[config.mk]
export PLATFORM = sky130hd
export DESIGN_NAME = gpm_port_mux
export DESIGN_NICKNAME = d
export VERILOG_FILES = /design/src/rtl/gpm_pkg.sv /design/src/rtl/gpm_port_mux.sv /design/src/rtl/gpm_pin_sync.sv
export VERILOG_INCLUDE_DIRS = /design/src /design/src/rtl
export SDC_FILE = /design/constraint.sdc
export NUM_CORES = 1
export LEC_CHECK = 0
export BUFFER_PORTS_ARGS = -buffer_cell sky130_fd_sc_hd__buf_2
export CAP_MARGIN = 20
export CORE_UTILIZATION = 35
export DETAILED_ROUTE_END_ITERATION = 8
export HOLD_SLACK_MARGIN = 0.05
export SLEW_MARGIN = 10
export SYNTH_ARGS = -nofsm -noshare
export SYNTH_HDL_FRONTEND = slang
export SYNTH_HIERARCHICAL = 1
export SYNTH_SLANG_ARGS = --single-unit
[constraint.sdc]
create_clock -name hclk -period 4.8 [get_ports hclk]
set_input_delay 0 -clock hclk [delete_from_list [all_inputs] [get_ports hclk]]
set_output_delay 0 -clock hclk [all_outputs]
set_load 0.005 [all_outputs]
[src/rtl/gpm_regs.svh]
`ifndef GPM_REGS_SVH
`define GPM_REGS_SVH

// Register byte offsets
`define GPM_OFF_FP_PINS 8'h00
`define GPM_OFF_FP_LATCH 8'h04
`define GPM_OFF_FP_DIR 8'h08
`define GPM_OFF_SP_PINS 8'h0c
`define GPM_OFF_SP_LATCH 8'h10
`define GPM_OFF_SP_DIR 8'h14
`define GPM_OFF_CONV_CFG 8'h18
`define GPM_OFF_CMP_CTRL 8'h1c
`define GPM_OFF_PIN_SEL 8'h20

// Field positions
`define GPM_CMP2_OUT_EN_BIT 0
`define GPM_CMP1_OUT_EN_BIT 1
`define GPM_CCU2_SEL_BIT 0

// Reset values
`define GPM_RST_LATCH 8'h00
`define GPM_RST_DIR 8'hff
`define GPM_RST_ANALOG 7'h7f
`define GPM_RST_CMP 2'h0
`define GPM_RST_SEL 1'h0
`define GPM_RST_SYNC 1'h0

`endif

[src/rtl/gpm_pkg.sv]
package gpm_pkg;

    typedef struct packed {
        logic [7:0] dout;
        logic [7:0] oe_n;
    } gpm_pad_s;

    typedef struct packed {
        logic active;
        logic read;
        logic [2:0] dout;
    } gpm_extmem_s;

    typedef struct packed {
        logic c_en;
        logic b_en;
        logic c;
        logic b;
        logic shutdown;
    } gpm_pwm1_s;

    typedef struct packed {
        logic en;
        logic out;
    } gpm_ccu2_s;

endpackage : gpm_pkg

[src/rtl/gpm_port_mux.sv]
// Summary of operation
// RULE1: A direction bit of 1 puts that pin's driver in high impedance so the pin is an input.
// RULE2: A direction bit of 0 drives the pin with its output latch bit.
// RULE3: Reads and read-modify-writes of a latch register see the latched value, not the pins.
// RULE4: The second port is eight bits wide and each pin's direction is set on its own.
// RULE5: After reset the seven lower second-port pins are analog inputs and read as zero.
// RULE6: Software turns off the converter's analog selection before digital input use.
// RULE7: Second-port pins one and two carry comparator signals when comparator control selects it.
// RULE8: An active external memory bus drives address/data bits 13 to 15 on the upper first-port pins.
// RULE9: During external memory reads those pins are sampled as data bits 13 to 15.
// RULE10: PWM channels on first-port pins five and six need direction 0 and may float on shutdown.
// RULE11: First-port pin seven carries unit two's compare output at direction 0, its capture at 1.
// RULE12: Unit two uses pin seven only when its pin-select bit is cleared.
// RULE13: The external memory functions exist only when the build parameter enables them.
// RULE14: Software writes the converter configuration to switch second-port pins to digital.
// RULE15: A read of a port register returns sampled pins and a write updates the output latch.
//
// Our own choices: the address map and register access over AHB-Lite.
`timescale 1ns/100ps
`include "gpm_regs.svh"

module gpm_port_mux #(
    parameter bit HAS_EXT_MEM = 1'b1
) (
    input wire logic hclk,
    input wire logic hresetn,
    input wire logic hsel,
    input wire logic [31:0] haddr,
    input wire logic [1:0] htrans,
    input wire logic hwrite,
    input wire logic [2:0] hsize,
    input wire logic [31:0] hwdata,
    input wire logic hready,
    output logic hreadyout,
    output logic hresp,
    output logic [31:0] hrdata,
    input wire logic [7:0] first_port_pin_in,
    output gpm_pkg::gpm_pad_s first_port_pad,
    input wire logic [7:0] second_port_pin_in,
    output gpm_pkg::gpm_pad_s second_port_pad,
    input wire gpm_pkg::gpm_extmem_s ext_mem,
    output logic [2:0] ext_mem_data_in,
    input wire gpm_pkg::gpm_pwm1_s pwm1,
    input wire gpm_pkg::gpm_ccu2_s ccu2,
    output logic ccu2_capture_in,
    input wire logic comparator1_out,
    input wire logic comparator2_out,
    output logic [6:0] analog_select
);

    logic [7:0] fp_latch_q;
    logic [7:0] fp_dir_q;
    logic [7:0] sp_latch_q;
    logic [7:0] sp_dir_q;
    logic [6:0] analog_q;
    logic [1:0] cmp_q;
    logic ccu2_sel_q;
    logic wr_q;
    logic rd_q;
    logic [7:0] addr_q;

    logic [7:0] fp_sync;
    logic [7:0] sp_sync;

    gpm_pin_sync #(.W(8)) u_fp_sync (
        .hclk(hclk),
        .hresetn(hresetn),
        .pin_in(first_port_pin_in),
        .pin_sync(fp_sync)
    );

    gpm_pin_sync #(.W(8)) u_sp_sync (
        .hclk(hclk),
        .hresetn(hresetn),
        .pin_in(second_port_pin_in),
        .pin_sync(sp_sync)
    );

    // Bus address phase
    wire accept = hsel & htrans[1] & hready;
    wire [7:0] wbyte = hwdata[7:0];
    wire wr_fp_pins = wr_q && (addr_q == `GPM_OFF_FP_PINS);
    wire wr_fp_latch = wr_q && (addr_q == `GPM_OFF_FP_LATCH);
    wire wr_fp_dir = wr_q && (addr_q == `GPM_OFF_FP_DIR);
    wire wr_sp_pins = wr_q && (addr_q == `GPM_OFF_SP_PINS);
    wire wr_sp_latch = wr_q && (addr_q == `GPM_OFF_SP_LATCH);
    wire wr_sp_dir = wr_q && (addr_q == `GPM_OFF_SP_DIR);
    wire wr_conv = wr_q && (addr_q == `GPM_OFF_CONV_CFG);
    wire wr_cmp = wr_q && (addr_q == `GPM_OFF_CMP_CTRL);
    wire wr_sel = wr_q && (addr_q == `GPM_OFF_PIN_SEL);

    always_ff @(posedge hclk or negedge hresetn) begin
        if (!hresetn) begin
            wr_q <= 1'b0;
            rd_q <= 1'b0;
            addr_q <= 8'h00;
        end else begin
            wr_q <= accept & hwrite;
            rd_q <= accept & ~hwrite;
            if (accept) begin
                addr_q <= {haddr[7:2], 2'h0};
            end
        end
    end

    // Register writes in the data phase
    always_ff @(posedge hclk or negedge hresetn) begin
        if (!hresetn) begin
            fp_latch_q <= `GPM_RST_LATCH;
            fp_dir_q <= `GPM_RST_DIR;
            sp_latch_q <= `GPM_RST_LATCH;
            sp_dir_q <= `GPM_RST_DIR;
            analog_q <= `GPM_RST_ANALOG; // [RULE5]
            cmp_q <= `GPM_RST_CMP;
            ccu2_sel_q <= `GPM_RST_SEL;
        end else begin
            if (wr_fp_pins || wr_fp_latch) begin
                fp_latch_q <= wbyte; // [RULE15] [RULE3]
            end
            if (wr_fp_dir) begin
                fp_dir_q <= wbyte;
            end
            if (wr_sp_pins || wr_sp_latch) begin
                sp_latch_q <= wbyte; // [RULE15] [RULE3]
            end
            if (wr_sp_dir) begin
                sp_dir_q <= wbyte; // [RULE4]
            end
            if (wr_conv) begin
                analog_q <= wbyte[6:0]; // [RULE14] [RULE6]
            end
            if (wr_cmp) begin
                cmp_q <= wbyte[1:0];
            end
            if (wr_sel) begin
                ccu2_sel_q <= wbyte[`GPM_CCU2_SEL_BIT];
            end
        end
    end

    // Pin read values
    wire [7:0] fp_read = fp_sync; // [RULE15]
    wire [7:0] sp_read = {sp_sync[7], sp_sync[6:0] & ~analog_q}; // [RULE5]

    // Read data, unmapped offsets read as zero
    wire [7:0] rbyte =
        (addr_q == `GPM_OFF_FP_PINS) ? fp_read :
        (addr_q == `GPM_OFF_FP_LATCH) ? fp_latch_q : // [RULE3]
        (addr_q == `GPM_OFF_FP_DIR) ? fp_dir_q :
        (addr_q == `GPM_OFF_SP_PINS) ? sp_read :
        (addr_q == `GPM_OFF_SP_LATCH) ? sp_latch_q : // [RULE3]
        (addr_q == `GPM_OFF_SP_DIR) ? sp_dir_q :
        (addr_q == `GPM_OFF_CONV_CFG) ? {1'b0, analog_q} :
        (addr_q == `GPM_OFF_CMP_CTRL) ? {6'h00, cmp_q} :
        (addr_q == `GPM_OFF_PIN_SEL) ? {7'h00, ccu2_sel_q} : 8'h00;

    assign hrdata = rd_q ? {24'h000000, rbyte} : 32'h00000000;
    assign hreadyout = 1'b1;
    assign hresp = 1'b0;

    // First port override masks, highest priority first
    wire ext_on = HAS_EXT_MEM && ext_mem.active; // [RULE13]
    wire [7:0] ext_m = {{3{ext_on}}, 5'h00}; // [RULE8]
    wire [7:0] ext_v = {ext_mem.dout, 5'h00};
    wire [7:0] pwm_m = {1'b0, pwm1.b_en & ~fp_dir_q[6], pwm1.c_en & ~fp_dir_q[5], 5'h00}; // [RULE10]
    wire [7:0] pwm_v = {1'b0, pwm1.b, pwm1.c, 5'h00};
    wire ccu2_routed = ccu2.en & ~ccu2_sel_q; // [RULE12]
    wire [7:0] ccu_m = {ccu2_routed & ~fp_dir_q[7], 7'h00}; // [RULE11]
    wire [7:0] ccu_v = {ccu2.out, 7'h00};
    wire [7:0] fp_rest = ~ext_m & ~pwm_m;

    assign first_port_pad.dout = (ext_m & ext_v) | (~ext_m & pwm_m & pwm_v)
        | (fp_rest & ccu_m & ccu_v) | (fp_rest & ~ccu_m & fp_latch_q); // [RULE2] [RULE8]
    assign first_port_pad.oe_n = ~ext_m & ((pwm_m & {8{pwm1.shutdown}})
        | (~pwm_m & fp_dir_q)); // [RULE1] [RULE10]

    assign ext_mem_data_in = (HAS_EXT_MEM && ext_mem.read) ? fp_sync[7:5] : 3'h0; // [RULE9]
    assign ccu2_capture_in = ccu2_routed & fp_dir_q[7] & fp_sync[7]; // [RULE11]

    // Second port with comparator outputs on pins one and two
    wire [7:0] cmp_m = {5'h00, cmp_q[`GPM_CMP1_OUT_EN_BIT] & ~sp_dir_q[2],
        cmp_q[`GPM_CMP2_OUT_EN_BIT] & ~sp_dir_q[1], 1'b0}; // [RULE7]
    wire [7:0] cmp_v = {5'h00, comparator1_out, comparator2_out, 1'b0};

    assign second_port_pad.dout = (cmp_m & cmp_v) | (~cmp_m & sp_latch_q); // [RULE2]
    assign second_port_pad.oe_n = sp_dir_q; // [RULE1] [RULE4]
    assign analog_select = analog_q;
endmodule : gpm_port_mux

[src/rtl/gpm_pin_sync.sv]
`timescale 1ns/100ps
`include "gpm_regs.svh"

module gpm_pin_sync #(
    parameter int W = 8
) (
    input wire logic hclk,
    input wire logic hresetn,
    input wire logic [W-1:0] pin_in,
    output logic [W-1:0] pin_sync
);

    logic [W-1:0] s1_q;
    logic [W-1:0] s2_q;
    logic [W-1:0] s3_q;
    logic [W-1:0] val_q;

    genvar i;
    generate
        for (i = 0; i < W; i++) begin : g_bit
            always_ff @(posedge hclk or negedge hresetn) begin
                if (!hresetn) begin
                    s1_q[i] <= `GPM_RST_SYNC;
                    s2_q[i] <= `GPM_RST_SYNC;
                    s3_q[i] <= `GPM_RST_SYNC;
                    val_q[i] <= `GPM_RST_SYNC;
                end else begin
                    s1_q[i] <= pin_in[i];
                    s2_q[i] <= s1_q[i];
                    s3_q[i] <= s2_q[i];
                    // Accept a change only when stages two and three agree
                    if (s2_q[i] == s3_q[i]) begin
                        val_q[i] <= s3_q[i];
                    end
                end
            end
        end
    endgenerate

    assign pin_sync = val_q;

endmodule : gpm_pin_sync

### After elaboration in Yosys (flattened, before gate mapping)

Index checks and enable logic that the tools add are counted.

| storage, ports and cells | value |
|---|---|
| register bits | 114 |
| bits of input ports | 104 |
| word-level logic and storage cells | 164 |

| operators by class | value |
|---|---|
| reduce and logical (&&, ||, !) cells | 12 |
| multiplexer cells | 11 |
| equal/unequal tests | 24 |
| bitwise gates (word level) | 43 |

Operator list:

| kind | count |
|---|---|
| AND 8 bit | 9 |
| two-way mux 8 bit | 7 |
| OR 8 bit | 4 |
| equality test 6 x 3 -> 1 bit, second input constant | 4 |
| AND 8 x 7 -> 8 bit | 2 |
| equality test 1 bit | 16 |
| NOT 8 bit | 2 |
| AND 1 bit | 12 |
| equality test 6 x 2 -> 1 bit, second input constant | 2 |
| logical AND 1 bit | 9 |
| AND 7 x 8 -> 8 bit | 1 |
| logical NOT 8 bit | 1 |
| NOT 3 -> 8 bit | 1 |
| NOT 7 -> 8 bit | 1 |
| OR 3 x 8 -> 8 bit | 1 |
| AND 7 bit | 1 |
| two-way mux 7 bit | 1 |
| NOT 1 bit | 7 |
| NOT 7 bit | 1 |
| equality test 6 x 1 -> 1 bit, second input constant | 1 |
| equality test 6 x 4 -> 1 bit, second input constant | 1 |
| AND 3 bit | 1 |
| two-way mux 3 bit | 1 |
| logical OR 1 bit | 2 |
| other kinds (2) | 2 |

### Logic depth before layout (Yosys ltp)

| logic depth | value |
|---|---|
| word-level depth | 11 |
| gate-level depth with buffers | 6 |

### By module

The synthesis kept the hierarchy.

By module, submodules not included:

| module | area an instance (um^2) | times used | cells each |
|---|---|---|---|
| gpm_port_mux | 3169.3 | 1 | 291 |
| gpm_pin_sync | 890.9 | 2 | 40 |

### Worst setup path before layout

Ideal clock, no wire load.

| timing path | value |
|---|---|
| path kind | register -> register |
| from | register addr_q[5] |
| to | register sp_dir_q[0] |
| clock period less this slack | 1855 ps |
| library setup time | 82 ps |
| arrival time | 1773 ps |
| path buffers | 2 |
| slack | 2945 ps |
| data required time | 4718 ps |
| cell stages (with the launch flop) | 7 |
| cell sequence | dfrtp_1 > or4b_1 > buf_6 > nor2_8 > and3_4 > buf_12 > mux2_4 |

| between the ends | value |
|---|---|
| cells in the longest elaborated chain, start to end | 2 |

RTL lines:

| element | line | text |
|---|---|---|
| from (decl) | gpm_port_mux.sv:60 | `logic [7:0] addr_q;` |
| from (signal assigned) | gpm_port_mux.sv:101 | `addr_q <= {haddr[7:2], 2'h0};` |
| equality test 6 x 3 -> 1 bit (no line) | n/a |  |
| logical AND 1 bit | gpm_port_mux.sv:87 | `` wire wr_sp_dir = wr_q && (addr_q == `GPM_OFF_SP_DIR); `` |
| to (signal assigned) | gpm_port_mux.sv:112 | `` sp_dir_q <= `GPM_RST_DIR; `` |
| to (signal assigned) | gpm_port_mux.sv:127 | `sp_dir_q <= wbyte;` |
| to (decl) | gpm_port_mux.sv:54 | `logic [7:0] sp_dir_q;` |

No other way between the ends.
A chain may end at the register's enable or synchronous reset.

### Worst setup path in the final report

| timing path | value |
|---|---|
| from | register addr_q[5] |
| to | output hrdata[6] |

| between the ends | value |
|---|---|
| cells in the longest elaborated chain, start to end | 9 |

RTL lines:

| element | line | text |
|---|---|---|
| equality test 6 x 3 -> 1 bit (no line) | n/a |  |
| two-way mux 7 bit | gpm_port_mux.sv:153 | `` (addr_q == `GPM_OFF_CONV_CFG) ? {1'b0, analog_q} : `` |
| two-way mux 8 bit | gpm_port_mux.sv:152 | `` (addr_q == `GPM_OFF_SP_DIR) ? sp_dir_q : `` |
| two-way mux 8 bit | gpm_port_mux.sv:151 | `` (addr_q == `GPM_OFF_SP_LATCH) ? sp_latch_q : `` |
| two-way mux 8 bit | gpm_port_mux.sv:150 | `` (addr_q == `GPM_OFF_SP_PINS) ? sp_read : `` |
| two-way mux 8 bit | gpm_port_mux.sv:149 | `` (addr_q == `GPM_OFF_FP_DIR) ? fp_dir_q : `` |
| two-way mux 8 bit | gpm_port_mux.sv:148 | `` (addr_q == `GPM_OFF_FP_LATCH) ? fp_latch_q : `` |
| two-way mux 8 bit * | gpm_port_mux.sv:147 | `` (addr_q == `GPM_OFF_FP_PINS) ? fp_read : `` |
| two-way mux 8 bit * | gpm_port_mux.sv:157 | `assign hrdata = rd_q ? {24'h000000, rbyte} : 32'h00000000;` |
| to (decl) | gpm_port_mux.sv:36 | `output logic [31:0] hrdata,` |

Every way passes the cells marked *; elsewhere a longest branch is shown, timed or not.

==> results.sh <==
export IMPL_status="complete, no violations"
export IMPL_initial_core_util_pct=35.8
export IMPL_fin_crit_sh_pct=53.3
export IMPL_grt_antenna_before_repair=0
export IMPL_switching_share_pct=25.8
export IMPL_p_switching_w=0.000705
export IMPL_place_inst=625
export IMPL_layout_drive_gt1_share_pct=46.2
export IMPL_path_cells="or4_1 > a21oi_1 > a21oi_1 > a211oi_1 > buf_2"
export IMPL_p_leak_nw=2.89
export IMPL_rsz0062_at_grt="false"
export IMPL_critPathKind="flop to output port"
export IMPL_synth_flop_cell="dfrtp_1"
export IMPL_grt_ovfl_total=0
export IMPL_clkSinkCount=114
export IMPL_ys_seq_area_share_pct=58.2
export IMPL_finalNetCount=604
export IMPL_drv_slew=0
export IMPL_die_h_um=121
export IMPL_synth_top_cell_area_share_pct=46.0
export IMPL_cts_tree="built"
export IMPL_clk_pin_slew_ns=0.05
export IMPL_cts_buffers=17
export IMPL_synth_warnings=6
export IMPL_setup_viol=0
export IMPL_syn_cell_area_um2=4950
export IMPL_postSynthAreaPerCell_um2=13.3
export IMPL_synth_cell_type_count=51
export IMPL_max_cap_violations=0
export IMPL_nFillCells=1275
export IMPL_vias=3278
export IMPL_htreeDepth=4
export IMPL_num_antenna_cells=0
export IMPL_grt_max_degree=87
export IMPL_grt_pass1_wl_um=18100
export IMPL_viasPerCell=4.73
export IMPL_gp_congestion=0.765
export IMPL_p_seq_share_pct=42.1
export IMPL_syn_inst=371
export IMPL_io_pins=181
export IMPL_worstMarginPinSlew_ns=0.867
export IMPL_clockBufferDepth=2
export IMPL_die_area_um2=14600
export IMPL_cts_root_buf="clkbuf_16"
export IMPL_final_hold_violation_count=0
export IMPL_rrSetupSlack_ns=2.50
export IMPL_startpoint="addr_q[5]"
export IMPL_ir_worst_vdd_uv=202
export IMPL_syn2layout_area_growth_pct=28.5
export IMPL_r2r_end="analog_select[5]"
export IMPL_cp_arrival_ns=2.56
export IMPL_fmax_ghz=0.391
export IMPL_clock_power_share_pct=44.5
export IMPL_finClkSkew_ns=0.00601
export IMPL_dp_hpwl_um=7700
export IMPL_clock_latency_ns=0.41
export IMPL_reg2reg_depth=3
export IMPL_synth_top_cell_by_area="dfrtp_1"
export IMPL_internal_power_w=0.00203
export IMPL_slowest_stage="or4_1"
export IMPL_ant_nets=0
export IMPL_drt_wl_total_um=11400
export IMPL_drc_errors=0
export IMPL_drt_iter0_drc=133
export IMPL_grt_pass1_vias=3269
export IMPL_powerDensity_nw_per_um2=430
export IMPL_cp_data_required_time_ns=4.80
export IMPL_port_buffers=100
export IMPL_crit_top_cell="a21oi_1"
export IMPL_row_count=43
export IMPL_ys_async_sr_fraction_pct=100
export IMPL_grt_usage_pct=16.9
export IMPL_final_min_clock_period_ns=2.56
export IMPL_relSlewSlack_pct=41.4
export IMPL_critPathMaxStageDelay_ns=0.88
export IMPL_fin_tns_setup_ns=0
export IMPL_wire_per_inst_um=16.5
export IMPL_instances_no_fill=693
export IMPL_die_x_um=121
export IMPL_crit_fanout=16
export IMPL_worst_setup_path_start_kind="flop"
export IMPL_p_comb_share_pct=13.4
export IMPL_regToRegStartpoint="addr_q[5]"
export IMPL_worstHoldPathType="primary input to async pin"
export IMPL_first_pass_iters=4
export IMPL_synth_edf_count=0
export IMPL_core_area_um2=13800
export IMPL_synth_seq_cells=114
export IMPL_synth_area_top_cells="dfrtp_1, dfstp_2, mux2_2"
export IMPL_end_kind="output port"
[cells in the mapped netlist (3+ instances only)]
library cell and count:
buf_4 42, a31oi_1 3, o21ai_0 11, dfstp_2 23
mux2i_1 11, nand3b_1 6, nand2b_1 8, maj3_2 16
mux2_2 48, dfrtp_1 91, nand3_1 3, and2_1 4
nand2_1 10, nor2_1 13, buf_2 4, clkbuf_1 4
mux2_4 8, a21oi_1 14, a2bb2oi_1 3, nor2b_1 9
[logic make-up (layout without fill, tap and decap cells)]
family	count (synthesis)	in the layout	share of synthesized area, %
other cells	2	26	0.152
compound gates	47	47	6.04
fa+ha+maj	16	16	3.64
flops	114	114	58.2
buf+inv	56	174	8.01
mux	67	67	15.6
simple gates	69	69	8.39
[per-layer routing]
metal	track usage (%)	routed length, um	up-vias	part of all wire (%)
li1	-	-	1503	-
met1	23.0	5150	1619	45
met2	25.4	5330	132	47
met3	3.95	683	24	6.0
met4	8.18	246	0	2.2
met5	0	0	-	0
[cells in the final DEF (no fill, tap or decap), types with 3 or more instances in the layout]
| cell | netlist | final |
|---|---|---|
| o21ai_0 | 11 | 11 |
| a31oi_1 | 3 | 3 |
| dfstp_2 | 23 | 23 |
| nand3b_1 | 6 | 6 |
| conb_1 | 2 | 26 |
| a21oi_1 | 14 | 14 |
| buf_2 | 4 | 99 |
| nor2_1 | 13 | 13 |
| clkinvlp_4 | 0 | 5 |
| buf_4 | 42 | 4 |
| clkinv_2 | 0 | 5 |
| nand2b_1 | 8 | 8 |
| dlygate4sd3_1 | 0 | 35 |
| mux2_2 | 48 | 48 |
| nand3_1 | 3 | 3 |
| a2bb2oi_1 | 3 | 3 |
| nand2_1 | 10 | 10 |
| dfrtp_1 | 91 | 91 |
| mux2_4 | 8 | 8 |
| maj3_2 | 16 | 16 |
| nor2b_1 | 9 | 9 |
| and2_1 | 4 | 4 |
| mux2i_1 | 11 | 11 |
| clkbuf_16 | 0 | 17 |
[worst max-delay path, delay by kind of cell (launching register included)]
family | cells | cell delay [ns]
buffers and inverters | 1 | 0.18
and+or+nand+nor | 1 | 0.88
DFF | 1 | 0.44
AOI/OAI and AO/OA | 3 | 0.65
[per-stage QoR]
| step | hold slack, ns | cell area [um^2] | setup WS (ns) | util [%] | power [W] |
|---|---|---|---|---|---|
| 6_report | 0.0964 | 6360 | 2.24 | 46.0 | 0.00274 |
| 5_1_grt | 0.126 | 6360 | 2.10 | 46.0 | 0.00286 |
| 4_1_cts | 0.172 | 6340 | 2.25 | 45.8 | 0.00276 |
| 3_5_place_dp | 0.109 | 5410 | 2.52 | 39.1 | 0.00151 |
| 3_3_place_gp | 0.107 | 5410 | 2.54 | 39.1 | 0.00150 |
| 2_1_floorplan | -0.296 | 5040 | 2.94 | - | 0.00140 |
[final cells by class]
cell class / instances / area [um^2] / share of cell area, %
flip-flops and latches: 114 / 2880 / 45.3
inverters: 3 / 11.3 / 0.177
well taps: 180 / 225 / 3.54
repair buffers: 139 / 903 / 14.2
clock buffers: 18 / 439 / 6.90
clock inverters: 14 / 140 / 2.20
multi-input cells: 225 / 1760 / 27.7
[power by group through the flow]
stage               clock, W  combinational (W)  sequential, W
global route         0.00129           0.000403        0.00117
global placement           0           0.000334        0.00117
CTS                  0.00124           0.000369        0.00115
detailed placement         0           0.000344        0.00117
floorplan                  0           0.000266        0.00114
finish               0.00122           0.000366        0.00115
[how the worst max path moves through the flow]
stage	slack [ns]	endpoint	depth (start not counted)
6_report	2.24	hrdata[6]	5
5_1_grt	2.10	hrdata[6]	5
4_1_cts	2.25	hrdata[6]	5
2_1_floorplan	2.94	sp_dir_q[0]	6
3_3_place_gp	2.54	analog_select[5]	3
3_5_place_dp	2.52	analog_select[5]	3
[repair_timing]
action,4_1_cts,5_1_grt
endpoints found under the hold margin,134,0
resized for setup,0,0
buffers inserted,0,0
hold buffers,35,0
No activity file was read; power rests on OpenSTA's default activity.
